### config.mk
export PLATFORM = sky130hd
export DESIGN_NAME = gpio_ports
export DESIGN_NICKNAME = d
export VERILOG_FILES = /design/src/pkg/gpio_pkg.sv /design/src/core/gpio_ports.sv
export SDC_FILE = /design/constraint.sdc
export NUM_CORES = 1
export LEC_CHECK = 0
export BUFFER_PORTS_ARGS = -buffer_cell sky130_fd_sc_hd__buf_2
export CAP_MARGIN = 20
export CORE_MARGIN = 5
export CORE_UTILIZATION = 54
export CTS_CLUSTER_SIZE = 24
export DETAILED_ROUTE_END_ITERATION = 16
export GPL_TIMING_DRIVEN = 0
export PLACE_DENSITY_LB_ADDON = 0.1
export SETUP_SLACK_MARGIN = 0.3
export SYNTH_ARGS = -nofsm -noshare
export SYNTH_HDL_FRONTEND = slang
export SYNTH_SLANG_ARGS = --single-unit
### constraint.sdc
create_clock -name clk -period 2.4 [get_ports clk]
set_input_delay 0.36 -clock clk [delete_from_list [all_inputs] [get_ports clk]]
set_output_delay 0.36 -clock clk [all_outputs]
set_load 0.01 [all_outputs]
### src/pkg/gpio_pkg.sv
// constants, types and register map of the bidirectional io port block
package gpio_pkg;

	// ********************
	// register byte addresses
	// ********************
	localparam logic [7:0] ADDR_DATA = 8'h00;
	localparam logic [7:0] ADDR_DIR = 8'h10;
	localparam logic [7:0] ADDR_BITOP = 8'h20;
	localparam logic [7:0] ADDR_OPT0 = 8'h24;
	localparam logic [7:0] ADDR_OPT1 = 8'h28;
	localparam logic [7:0] ADDR_PWR = 8'h2c;
	localparam logic [7:0] ADDR_STAT = 8'h30;
	localparam logic [7:0] ADDR_MASK = 8'h34;

	// ********************
	// field positions
	// ********************
	localparam int BITOP_PORT = 4;
	localparam int BITOP_DIR = 6;
	localparam int BITOP_VAL = 7;
	localparam int OPT0_INT = 4;
	localparam int OPT0_WAKE = 8;
	localparam int OPT1_DSHR = 8;
	localparam int PA_INT_BIT = 5;
	localparam int ST_WAKE = 0;
	localparam int ST_EXT = 1;

	// ********************
	// reset values and widths
	// ********************
	localparam logic [3:0][7:0] PORT_MASK = {8'h0f, 8'hff, 8'hff, 8'hff};
	localparam logic [7:0] C_MASK_SMALL = 8'h0f;
	localparam logic [27:0] SYNC_RST = 28'hfffffff;
	localparam logic [1:0] IRQ_RST = 2'h0;
	localparam logic [31:0] RDATA_RST = 32'h00000000;

	// ********************
	// types
	// ********************
	typedef struct packed {
		logic [3:0] d;
		logic [7:0] c;
		logic [7:0] b;
		logic [7:0] a;
	} pins_s;

	typedef struct packed {
		logic [3:0] pull;
		logic int_share;
		logic [7:0] wake_en;
		logic [7:0] c_share;
		logic [3:0] d_share;
	} opt_s;

	localparam opt_s OPT_RST = '0;

	typedef enum logic [1:0] {
		BUS_IDLE = 2'b01,
		BUS_RESP = 2'b10
	} bus_e;

endpackage

### src/core/gpio_ports.sv
// four bidirectional io ports with avalon-mm register access
// Summary of operation
// - direction bit one makes pin input; zero drives it push-pull
// - written output data held in latch, pins keep it until rewritten
// - inputs unlatched; read samples live synchronised pin levels at request edge
// - reading an output bit returns its latch, not the pin level
// - reset sets all data latches and direction bits to ones
// - direction written byte-wide or by single-bit set and clear
// - single-bit set or clear of data reads port, changes bit, writes whole byte back; of direction it reads the direction byte
// - per-port weak pull-up enable, active only while pin is input
// - halt enters power-down, system clock stopped until wake-up
// - falling edge on wake-enabled port a pin wakes the device
// - wake-up selectable per port a pin; others never wake
// - active-low external interrupt on port a bit 5 when shared and input
// - port c bits shared as analog switch inputs, four in small variant
// - port d bits 0 to 3 shared as converter oscillator pins
// - 28 io lines in ports a to d, all 28 kept in small variant
//
// Implementation choices: the register addresses and register access over Avalon-MM.
`timescale 1ns/10ps
`default_nettype none

module gpio_ports
	import gpio_pkg::*;
#(
	parameter bit SMALL_VARIANT = 1'b0
) (
	// clock and reset
	input wire logic clk,
	input wire logic srst,
	// avalon-mm slave
	input wire logic [7:0] avs_address,
	input wire logic avs_read,
	input wire logic avs_write,
	input wire logic [3:0] avs_byteenable,
	input wire logic [31:0] avs_writedata,
	output logic [31:0] avs_readdata,
	output logic avs_waitrequest,
	// port pins
	input wire pins_s pin_i,
	output pins_s pin_o,
	output pins_s pin_oe_n,
	output pins_s pull_en,
	// shared functions
	output logic ext_int_n,
	output logic [7:0] analog_switch_lines,
	input wire logic [3:0] osc_drive,
	input wire logic [3:0] osc_drive_oe_n,
	output logic [3:0] osc_sense,
	// power and interrupt
	output logic sys_clk_en,
	output logic irq
);

	// ********************
	// helpers
	// ********************
	function automatic logic [7:0] pin_byte(input logic [27:0] v, input logic [1:0] i);
		logic [7:0] r;
		r = 8'h00;
		case (i)
			2'd0: r = v[7:0];
			2'd1: r = v[15:8];
			2'd2: r = v[23:16];
			default: r = {4'h0, v[27:24]};
		endcase
		return r;
	endfunction

	// input bits read the pin, output bits read the latch
	function automatic logic [7:0] port_val(input logic [7:0] dir, input logic [7:0] lat,
		input logic [7:0] pin, input logic [7:0] msk);
		return ((dir & pin) | (~dir & lat)) & msk;
	endfunction

	function automatic logic [7:0] put_bit(input logic [7:0] v, input logic [2:0] b,
		input logic s);
		logic [7:0] r;
		r = v;
		r[b] = s;
		return r;
	endfunction

	// ********************
	// state
	// ********************
	bus_e bus_q;
	logic [31:0] rdata_q;
	logic [31:0] rd_d;
	logic [3:0][7:0] lat_q;
	logic [3:0][7:0] dir_q;
	opt_s opt_q;
	logic [27:0] sync1_q;
	logic [27:0] sync2_q;
	logic [27:0] prev_q;
	logic sleep_q;
	logic [1:0] stat_q;
	logic [1:0] mask_q;

	logic take_rd;
	logic do_wr;
	logic [1:0] idx;
	logic [1:0] bp;
	logic [2:0] bb;
	logic [7:0] cur_val;
	logic [27:0] fall;
	logic [27:0] dirv;
	logic [27:0] latv;
	logic [27:0] shr;
	logic [7:0] c_eff;
	logic wake;
	logic int_act;
	logic ext_ev;

	// ********************
	// bus handshake
	// ********************
	assign avs_waitrequest = (avs_read | avs_write) & (bus_q != BUS_RESP);
	assign take_rd = avs_read & (bus_q == BUS_IDLE);
	assign do_wr = avs_write & (bus_q == BUS_RESP) & avs_byteenable[0];
	assign avs_readdata = rdata_q;
	assign idx = avs_address[3:2];
	assign bp = avs_writedata[BITOP_PORT +: 2];
	assign bb = avs_writedata[2:0];

	always_ff @(posedge clk) begin
		if (srst) begin
			bus_q <= BUS_IDLE;
		end else begin
			unique case (bus_q)
				BUS_IDLE: if (avs_read | avs_write) begin
					bus_q <= BUS_RESP;
				end
				BUS_RESP: bus_q <= BUS_IDLE;
				default: bus_q <= BUS_IDLE;
			endcase
		end
	end

	// ********************
	// pin synchronisers
	// ********************
	always_ff @(posedge clk) begin
		if (srst) begin
			sync1_q <= SYNC_RST;
			sync2_q <= SYNC_RST;
			prev_q <= SYNC_RST;
		end else begin
			sync1_q <= pin_i;
			sync2_q <= sync1_q;
			prev_q <= sync2_q;
		end
	end

	assign fall = prev_q & ~sync2_q;
	assign cur_val = port_val(dir_q[bp], lat_q[bp], pin_byte(sync2_q, bp), PORT_MASK[bp]);

	// ********************
	// read path
	// ********************
	always_comb begin
		rd_d = 32'h00000000;
		if (avs_address[7:4] == ADDR_DATA[7:4]) begin
			rd_d[7:0] = port_val(dir_q[idx], lat_q[idx], pin_byte(sync2_q, idx),
				PORT_MASK[idx]);
		end else if (avs_address[7:4] == ADDR_DIR[7:4]) begin
			rd_d[7:0] = dir_q[idx] & PORT_MASK[idx];
		end else begin
			case ({avs_address[7:2], 2'b00})
				ADDR_OPT0: rd_d[15:0] = {opt_q.wake_en, 3'h0, opt_q.int_share, opt_q.pull};
				ADDR_OPT1: rd_d[11:0] = {opt_q.d_share, opt_q.c_share};
				ADDR_PWR: rd_d[0] = sleep_q;
				ADDR_STAT: rd_d[1:0] = stat_q;
				ADDR_MASK: rd_d[1:0] = mask_q;
				default: rd_d = 32'h00000000;
			endcase
		end
	end

	// pins sampled at the edge that takes the read
	always_ff @(posedge clk) begin
		if (srst) begin
			rdata_q <= RDATA_RST;
		end else if (take_rd) begin
			rdata_q <= rd_d;
		end
	end

	// ********************
	// output latches
	// ********************
	always_ff @(posedge clk) begin
		if (srst) begin
			lat_q <= PORT_MASK;
		end else if (do_wr && avs_address[7:4] == ADDR_DATA[7:4]) begin
			lat_q[idx] <= avs_writedata[7:0] & PORT_MASK[idx];
		end else if (do_wr && avs_address == ADDR_BITOP && !avs_writedata[BITOP_DIR]) begin
			lat_q[bp] <= put_bit(cur_val, bb, avs_writedata[BITOP_VAL]) & PORT_MASK[bp];
		end
	end

	// ********************
	// direction registers
	// ********************
	always_ff @(posedge clk) begin
		if (srst) begin
			dir_q <= PORT_MASK;
		end else if (do_wr && avs_address[7:4] == ADDR_DIR[7:4]) begin
			dir_q[idx] <= avs_writedata[7:0] & PORT_MASK[idx];
		end else if (do_wr && avs_address == ADDR_BITOP && avs_writedata[BITOP_DIR]) begin
			dir_q[bp] <= put_bit(dir_q[bp], bb, avs_writedata[BITOP_VAL]) & PORT_MASK[bp];
		end
	end

	// ********************
	// configuration options
	// ********************
	always_ff @(posedge clk) begin
		if (srst) begin
			opt_q <= OPT_RST;
		end else if (avs_write && bus_q == BUS_RESP) begin
			if (avs_address == ADDR_OPT0) begin
				if (avs_byteenable[0]) begin
					opt_q.pull <= avs_writedata[3:0];
					opt_q.int_share <= avs_writedata[OPT0_INT];
				end
				if (avs_byteenable[1]) begin
					opt_q.wake_en <= avs_writedata[OPT0_WAKE +: 8];
				end
			end else if (avs_address == ADDR_OPT1) begin
				if (avs_byteenable[0]) begin
					opt_q.c_share <= avs_writedata[7:0];
				end
				if (avs_byteenable[1]) begin
					opt_q.d_share <= avs_writedata[OPT1_DSHR +: 4];
				end
			end
		end
	end

	// ********************
	// pin drive and sharing
	// ********************
	assign c_eff = SMALL_VARIANT ? (opt_q.c_share & C_MASK_SMALL) : opt_q.c_share;
	assign dirv = {dir_q[3][3:0], dir_q[2], dir_q[1], dir_q[0]};
	assign latv = {lat_q[3][3:0], lat_q[2], lat_q[1], lat_q[0]};
	assign shr = {opt_q.d_share, c_eff, 8'h00, 2'b00, opt_q.int_share, 5'h00};

	// oe_n follows the direction bit; shared pins lose the port driver
	assign pin_oe_n = pins_s'(dirv | shr) & pins_s'({~opt_q.d_share, 24'hffffff})
		| pins_s'({opt_q.d_share & osc_drive_oe_n, 24'h000000});
	assign pin_o = pins_s'({opt_q.d_share & osc_drive | ~opt_q.d_share & latv[27:24],
		latv[23:0]});
	// the interrupt pin is a plain input and keeps its port pull-up
	assign pull_en = pins_s'({{4{opt_q.pull[3]}}, {8{opt_q.pull[2]}}, {8{opt_q.pull[1]}},
		{8{opt_q.pull[0]}}} & dirv & ~{opt_q.d_share, c_eff, 16'h0000});
	assign analog_switch_lines = sync2_q[23:16] & c_eff;
	assign osc_sense = sync2_q[27:24] & opt_q.d_share;
	assign int_act = opt_q.int_share & dir_q[0][PA_INT_BIT];
	assign ext_int_n = int_act ? sync2_q[PA_INT_BIT] : 1'b1;
	assign ext_ev = int_act & fall[PA_INT_BIT];

	// ********************
	// power-down and wake-up
	// ********************
	assign wake = sleep_q & (|(fall[7:0] & opt_q.wake_en));
	assign sys_clk_en = ~sleep_q;

	always_ff @(posedge clk) begin
		if (srst) begin
			sleep_q <= 1'b0;
		end else if (wake) begin
			sleep_q <= 1'b0;
		end else if (do_wr && avs_address == ADDR_PWR && avs_writedata[0]) begin
			sleep_q <= 1'b1;
		end
	end

	// ********************
	// interrupt status and mask
	// ********************
	always_ff @(posedge clk) begin
		if (srst) begin
			stat_q <= IRQ_RST;
		end else begin
			stat_q[ST_WAKE] <= (stat_q[ST_WAKE] & ~(do_wr && avs_address == ADDR_STAT
				&& avs_writedata[ST_WAKE])) | wake;
			stat_q[ST_EXT] <= (stat_q[ST_EXT] & ~(do_wr && avs_address == ADDR_STAT
				&& avs_writedata[ST_EXT])) | ext_ev;
		end
	end

	always_ff @(posedge clk) begin
		if (srst) begin
			mask_q <= IRQ_RST;
		end else if (do_wr && avs_address == ADDR_MASK) begin
			mask_q <= avs_writedata[1:0];
		end
	end

	assign irq = |(stat_q & mask_q);
endmodule

`default_nettype wire

Yosys cells after proc, flatten, opt, wreduce, memory -nomap -nowiden
Cells that the tools add are included.
{"block": "op_classes", "muxes": 40, "n_reduce_logical": 29, "eq_ne": 19, "n_bitwise": 48, "n_lt_le_gt_ge": 6}
{"op": "bitwise mux 32 bit", "count": 4}
{"op": "2-to-1 mux 32 bit", "count": 4}
{"op": "bitwise AND 8 bit", "count": 13}
{"op": "binary-select mux 8 bit (select 2 bit)", "count": 6}
{"op": "2-to-1 mux 8 bit", "count": 12}
{"op": "bitwise AND 28 bit", "count": 3}
{"op": "bitwise OR 28 bit", "count": 2}
{"op": "equality test 8 x 6 -> 1 bit, second input constant", "count": 6}
{"op": "one-hot mux 8 bit (3 select lines)", "count": 2}
{"op": "demux 8 bit (select 2 bit)", "count": 2}
{"op": "equality test 6 x 4 -> 1 bit, second input constant", "count": 5}
{"op": "inverter 28 bit", "count": 1}
{"op": "2-to-1 mux 24 bit", "count": 1}
{"op": "inverter 8 bit", "count": 3}
{"op": "one-hot mux 10 bit (2 select lines)", "count": 1}
{"op": "bitwise AND 4 bit", "count": 4}
{"op": "bitwise mux 8 bit", "count": 2}
{"op": "bitwise OR 8 bit", "count": 2}
{"op": "logical AND 1 bit", "count": 15}
{"op": "bitwise AND 1 bit", "count": 9}
{"op": "AND reduction 4 bit", "count": 2}
{"op": "OR reduction 8 bit", "count": 1}
{"op": "equality test 2 x 1 -> 1 bit, second input constant", "count": 3}
{"op": "equality test 2 bit, second input constant", "count": 3}
{"op": "22 further kinds", "count": 36}
{"block": "totals", "reg_bits": 192, "out_inout_bits": 132, "input_bits": 84, "elab_cells": 163}

Depth between registers and ports, before layout
{"block": "logic_depth", "ltp_word": 11, "ltp_mapped": 8, "mapped_depth_nobuf": 5}

Least setup slack after synthesis
No wires, ideal clock.
{"block": "synth_timing", "path_kind": "input-to-reg", "startpoint": "input avs_writedata[4]", "endpoint": "register lat_q[27] in the netlist's numbering", "required_time_ns": 2.286, "path_slack_ns": 0.404, "arrival_time_ns": 1.882, "path_buffers": 2, "stages": 7, "setup_time_ns": 0.114, "path_cell_list": "buf_6 -> buf_12 -> mux4_1 -> mux2_2 -> mux2i_1 -> nand2_1 -> a21o_1"}
{"block": "synth_between", "elab_chain_cells": 11, "elab_cells_between_ends": 25, "classes_between": "2 x order compare; 2 x eq/ne; 13 x mux; 6 x bitwise; 2 x reduce/logical"}
{"element": "from (decl)", "line": "gpio_ports.sv:36", "source": "input wire logic [31:0] avs_writedata,"}
{"element": "binary-select mux 8 bit (select 2 bit)", "line": "gpio_ports.sv:156", "source": "assign cur_val = port_val(dir_q[bp], lat_q[bp], pin_byte(sync2_q, bp), PORT_MASK[bp]);"}
{"element": "2-to-1 mux 8 bit (implied by the code)", "line": "gpio_ports.sv:156"}
{"element": "inverter 8 bit", "line": "gpio_ports.sv:73", "source": "return ((dir & pin) | (~dir & lat)) & msk;"}
{"element": "bitwise AND 8 bit", "line": "gpio_ports.sv:73"}
{"element": "bitwise OR 8 bit", "line": "gpio_ports.sv:73"}
{"element": "bitwise AND 8 bit", "line": "gpio_ports.sv:73"}
{"element": "bitwise mux 8 bit", "line": "gpio_ports.sv:80", "source": "r[b] = s;"}
{"element": "bitwise AND 8 bit", "line": "gpio_ports.sv:198", "source": "lat_q[bp] <= put_bit(cur_val, bb, avs_writedata[BITOP_VAL]) & PORT_MASK[bp];"}
{"element": "bitwise mux 32 bit *", "line": "gpio_ports.sv:198"}
{"element": "2-to-1 mux 32 bit *", "line": "gpio_ports.sv:197", "source": "end else if (do_wr && avs_address == ADDR_BITOP && !avs_writedata[BITOP_DIR]) begin"}
{"element": "2-to-1 mux 32 bit *", "line": "gpio_ports.sv:195", "source": "end else if (do_wr && avs_address[7:4] == ADDR_DATA[7:4]) begin"}
{"element": "to (signal, indexed assignment)", "line": "gpio_ports.sv:196", "source": "lat_q[idx] <= avs_writedata[7:0] & PORT_MASK[idx];"}
{"element": "to (signal, indexed assignment)", "line": "gpio_ports.sv:198"}
{"element": "to (decl)", "line": "gpio_ports.sv:90", "source": "logic [3:0][7:0] lat_q;"}
Mark *: on every way between the ends. The rest lies on a longest branch, timed or not. The select of a mux whose other input is x is not followed.
A chain may end at the register's enable or synchronous reset.

Worst setup path in the final report
{"block": "layout_timing", "startpoint": "input avs_writedata[5]", "endpoint": "register lat_q (netlist bit pin_o[21])"}
{"block": "layout_between", "elab_chain_cells": 11, "elab_cells_between_ends": 27, "classes_between": "2 x order compare; 2 x eq/ne; 14 x mux; 7 x bitwise; 2 x reduce/logical"}
{"element": "binary-select mux 8 bit (select 2 bit)", "line": "gpio_ports.sv:156"}
{"element": "2-to-1 mux 8 bit (implied by the code)", "line": "gpio_ports.sv:156"}
{"element": "inverter 8 bit", "line": "gpio_ports.sv:73"}
{"element": "bitwise AND 8 bit", "line": "gpio_ports.sv:73"}
{"element": "bitwise OR 8 bit", "line": "gpio_ports.sv:73"}
{"element": "bitwise AND 8 bit", "line": "gpio_ports.sv:73"}
{"element": "bitwise mux 8 bit", "line": "gpio_ports.sv:80"}
{"element": "bitwise AND 8 bit", "line": "gpio_ports.sv:198"}
{"element": "bitwise mux 32 bit", "line": "gpio_ports.sv:198"}
{"element": "2-to-1 mux 32 bit", "line": "gpio_ports.sv:197"}
{"element": "2-to-1 mux 32 bit *", "line": "gpio_ports.sv:195"}
Marked as above.

==> summary.md <==
| Metric | Value |
|---|---|
| Cell area after synthesis | 9130 µm² |
| Crit Path Max Fanout | 10 |
| Clock Sinks | 176 |
| Final Max Slew Viols | 0 |
| Final Hold Viols | 0 |
| Most used flip-flop cell after synthesis | dfxtp_1 |
| Post-layout min period | 2.11 ns |
| Top post-synthesis cells by area | dfxtp_1 39%, mux4_2 7.6%, or2_2 5.6% |
| Critical path's slowest cell | mux2i_1 |
| Max-slew headroom | 0.371 |
| Crit-path max cell delay | 0.37 ns |
| Synth Area in XOR/XNOR | 0 |
| Area leader, netlist | dfxtp_1 |
| EDFF count, synth | 0 |
| Clock skew | between 0.009 and 0.01 ns |
| Top Family by Delay on Critical Path | buffers and inverters |
| Unique masters post-synth | 73 |
| Placed Instances | 1381 |
| Final WL | about 33 mm |
| Worst hold stages | 2 |
| Hold/Removal Path Class | in2reg |
| Critical path type | in2reg |
| Post-Layout Inst Area | 11200 µm² |
| Total gr overflow | 0 |
| Antenna cells | 0 |
| 1st-iter DRT viols | 997 |
| Clock Path Buffers | 2 |
| Hpwl dp | 25.0 mm |
| Least-Margin Pin Slew | between 0.9 and 1 ns |
| Die Width | roughly 140 µm |
| Crit start category | input pin |
| Fin util | 0.675 |
| Die area | ~20000 µm² |
| Syn avg cell area | 9.40 µm² |
| Min-Delay Startpoint | pin_i[8] |
| DRT Pass-1 Iters | 5 |
| Worst path buffer plus inverter count | 4 |
| Port buffer count | 174 |
| Fmax | roughly 470 MHz |
| CTS buffer count | 17 |
| R2r endpoint | pin_o[16]$_SDFFE_PP1P_ |
| Top-level port count | 216 |
| Register area share after synthesis | 0.386 |
| Setup violators final | 0 |
| Synth Area in Compound Gates | 0.147 |
| Fin cells | 1423 |
| R2R cell count | 7 |
| Worst Setup End Kind | flip-flop |
| Number of hold buffers added after CTS | 0 |
| Initial Utilization | 0.551 |
| FP Rows | 47 |
| Setup TNS | 0 ns |
| Hold path endpoint | sync1_q[8]$_SDFF_PP1_ |
| Final hold slack | about 0.097 ns |
| RSZ-0062 raised after global routing | false |
| Layout cell share with drive strength beyond 1 | 0.378 |
| Leakage | 4.74 nW |
| Largest family of logic cells by synthesized area | simple AND/OR/NAND/NOR gates |
| Residual DRC | 0 |
| Antenna Nets Post-Route | 0 |
| Clock tree root driver cell | clkbuf_16 |
| Per-cell routed wire length | between 20 and 25 µm |
| Max VDD drop | ~0.53 mV |
| Mux contribution to synthesized area | 0.158 |
| Cell repeated most along the worst path | buf_2 |
| Power per cell area | 597 nW/µm² |
| CP Cell Sequence | buf_2, buf_2, buf_2, clkbuf_4, mux2i_1, o221ai_1, a31oi_1, o211ai_1 |
| Vias/cell | 6.16 |
| Simple-gate share of the synthesized area | 0.225 |
| CTS tree | built |
| Post-DP Area | 10300 µm² |
| Initial antenna violation count | 0 |
| Adder-cell share of the synthesized area | 0 |
| WP data arrival | 2.42 ns |
| Final nets | 1274 |
| Total track usage | 0.332 |
| Max cap viols | 0 |
| Layout area overhead | 22.5% |
| Clock transition at the registers of the reported paths | 0.07 ns |
| Outcome | finished, final reports clean |
| H-Tree Depth | 4 |
| Reg-to-reg setup timing slack | 0.32 ns |
| Tcrit/Tclk final | 0.878 |
| Vias in the first global route | 8244 |
| Share of the synthesized area in the top cell type | 0.386 |
| Die height | 140 µm |
| Worst skew pair latency | 0.44 ns |
| Core area | 16600 µm² |
| Synth async-reset ratio | 0 |
| RePlAce Congestion | roughly 1.0 |
| Syn Inst Count | 972 |
| Largest net degree at the start of global routing | 21 |
| First-pass GRT wire length | 49.8 mm |
| Critical path required time | 2.71 ns |
| Top post-synthesis cells by count | 176 x dfxtp_1, 82 x or2_2, 74 x nor2_1 |
| Vias | 8759 |
| Yosys reg bits | 176 |
| YS warnings | 0 |
| CP Launch Point | avs_writedata[5] |
| Worst r2r src | bus_q[1]$_SDFFE_PP0N_ |
| Count leader, synth | dfxtp_1 |
[layout by cell type, fill, tap and decap left out, types with 16 or more instances in the layout]
| cell | instances |
|---|---|
| a21oi_1 | 46 |
| and2_1 | 38 |
| buf_2 | 186 |
| buf_4 | 65 |
| clkbuf_1 | 33 |
| clkbuf_16 | 17 |
| conb_1 | 16 |
| dfxtp_1 | 174 |
| inv_1 | 22 |
| mux2i_1 | 38 |
| mux4_2 | 31 |
| nand2_1 | 70 |
| nand3_1 | 21 |
| nor2_1 | 74 |
| nor3_1 | 30 |
| o211ai_1 | 22 |
| o21ai_0 | 22 |
| or2_2 | 82 |
[where the power goes]
group	switching (W)	total (W)	internal (W)
combinational	0.000401	0.000636	0.000235
clock	0.00141	0.00303	0.00163
sequential	0.0000358	0.00301	0.00298
[flip-flops by register name, indices dropped and copies added (netlist names)]
register / cells
dir_q: 32
sync1_q: 28
sync2_q: 28
pin_o: 24
opt_q: 17
avs_readdata: 16
c_eff: 8
lat_q: 8
prev_q: 8
bus_q: 2
mask_q: 2
stat_q: 2
sleep_q: 1
[worst max-delay path by stage]
stage | end | depth (start not counted)
final | pin_o[21]$_SDFFE_PP1P_ | 8
after global routing | pin_o[16]$_SDFFE_PP1P_ | 7
after CTS | pin_o[14]$_SDFFE_PP1P_ | 7
after detailed placement | pin_o[23]$_SDFFE_PP1P_ | 8
after global placement | pin_o[20]$_SDFFE_PP1P_ | 8
after floorplan | lat_q[27]$_SDFFE_PP1P_ | 7
[per-stage QoR]
step,power [W],setup slack [ns]
final,0.00668,0.292
after global routing,0.00687,0.305
after CTS,0.00667,0.302
after detailed placement,0.00368,-0.327
after global placement,0.00367,-0.339
after floorplan,0.00344,0.404
[per-layer routing]
| metal | vias to the layer above | share of wire | GRT usage |
|---|---|---|---|
| met1 | 4117 | 0.39 | 0.444 |
| met5 | - | 0 | 0 |
| met3 | 109 | 0.14 | 0.0985 |
| li1 | 3895 | - | - |
| met4 | 0 | 0.047 | 0.145 |
| met2 | 638 | 0.43 | 0.499 |
[what timing repair did]
action | CTS | global route
buffers inserted | 3 | 6
pin swaps | 1 | 5
endpoints found under the setup margin | 45 | 40
resized for setup | 12 | 25
cloned | 0 | 1
[cell families (layout without fill, tap and decap cells)]
kind of cell / Yosys count / after routing
simple gates: 376 / 376
compound gates: 190 / 190
other cells: 1 / 16
buf+inv: 137 / 353
flops: 176 / 176
mux: 92 / 92
[layout make-up]
| type | count | area, µm² |
|---|---|---|
| fill | 1388 | 5390 |
| clock buffer | 17 | 425 |
| tap | 220 | 275 |
| multi-input combinational | 674 | 4980 |
| buffer | 115 | 719 |
| clock inverter | 15 | 233 |
| sequential | 176 | 3530 |
| inverter | 22 | 82.6 |
| timing repair buffer | 184 | 943 |
[worst register-to-register path, cell delays in order, from the launching register on]
cell	delay (ns)
dfxtp_2	0.39
and4b_2	0.29
buf_6	0.14
nand4_1	0.15
buf_6	0.21
or3_1	0.38
buf_4	0.19
o211ai_1	0.23
No activity file was read; power rests on OpenSTA's default activity.
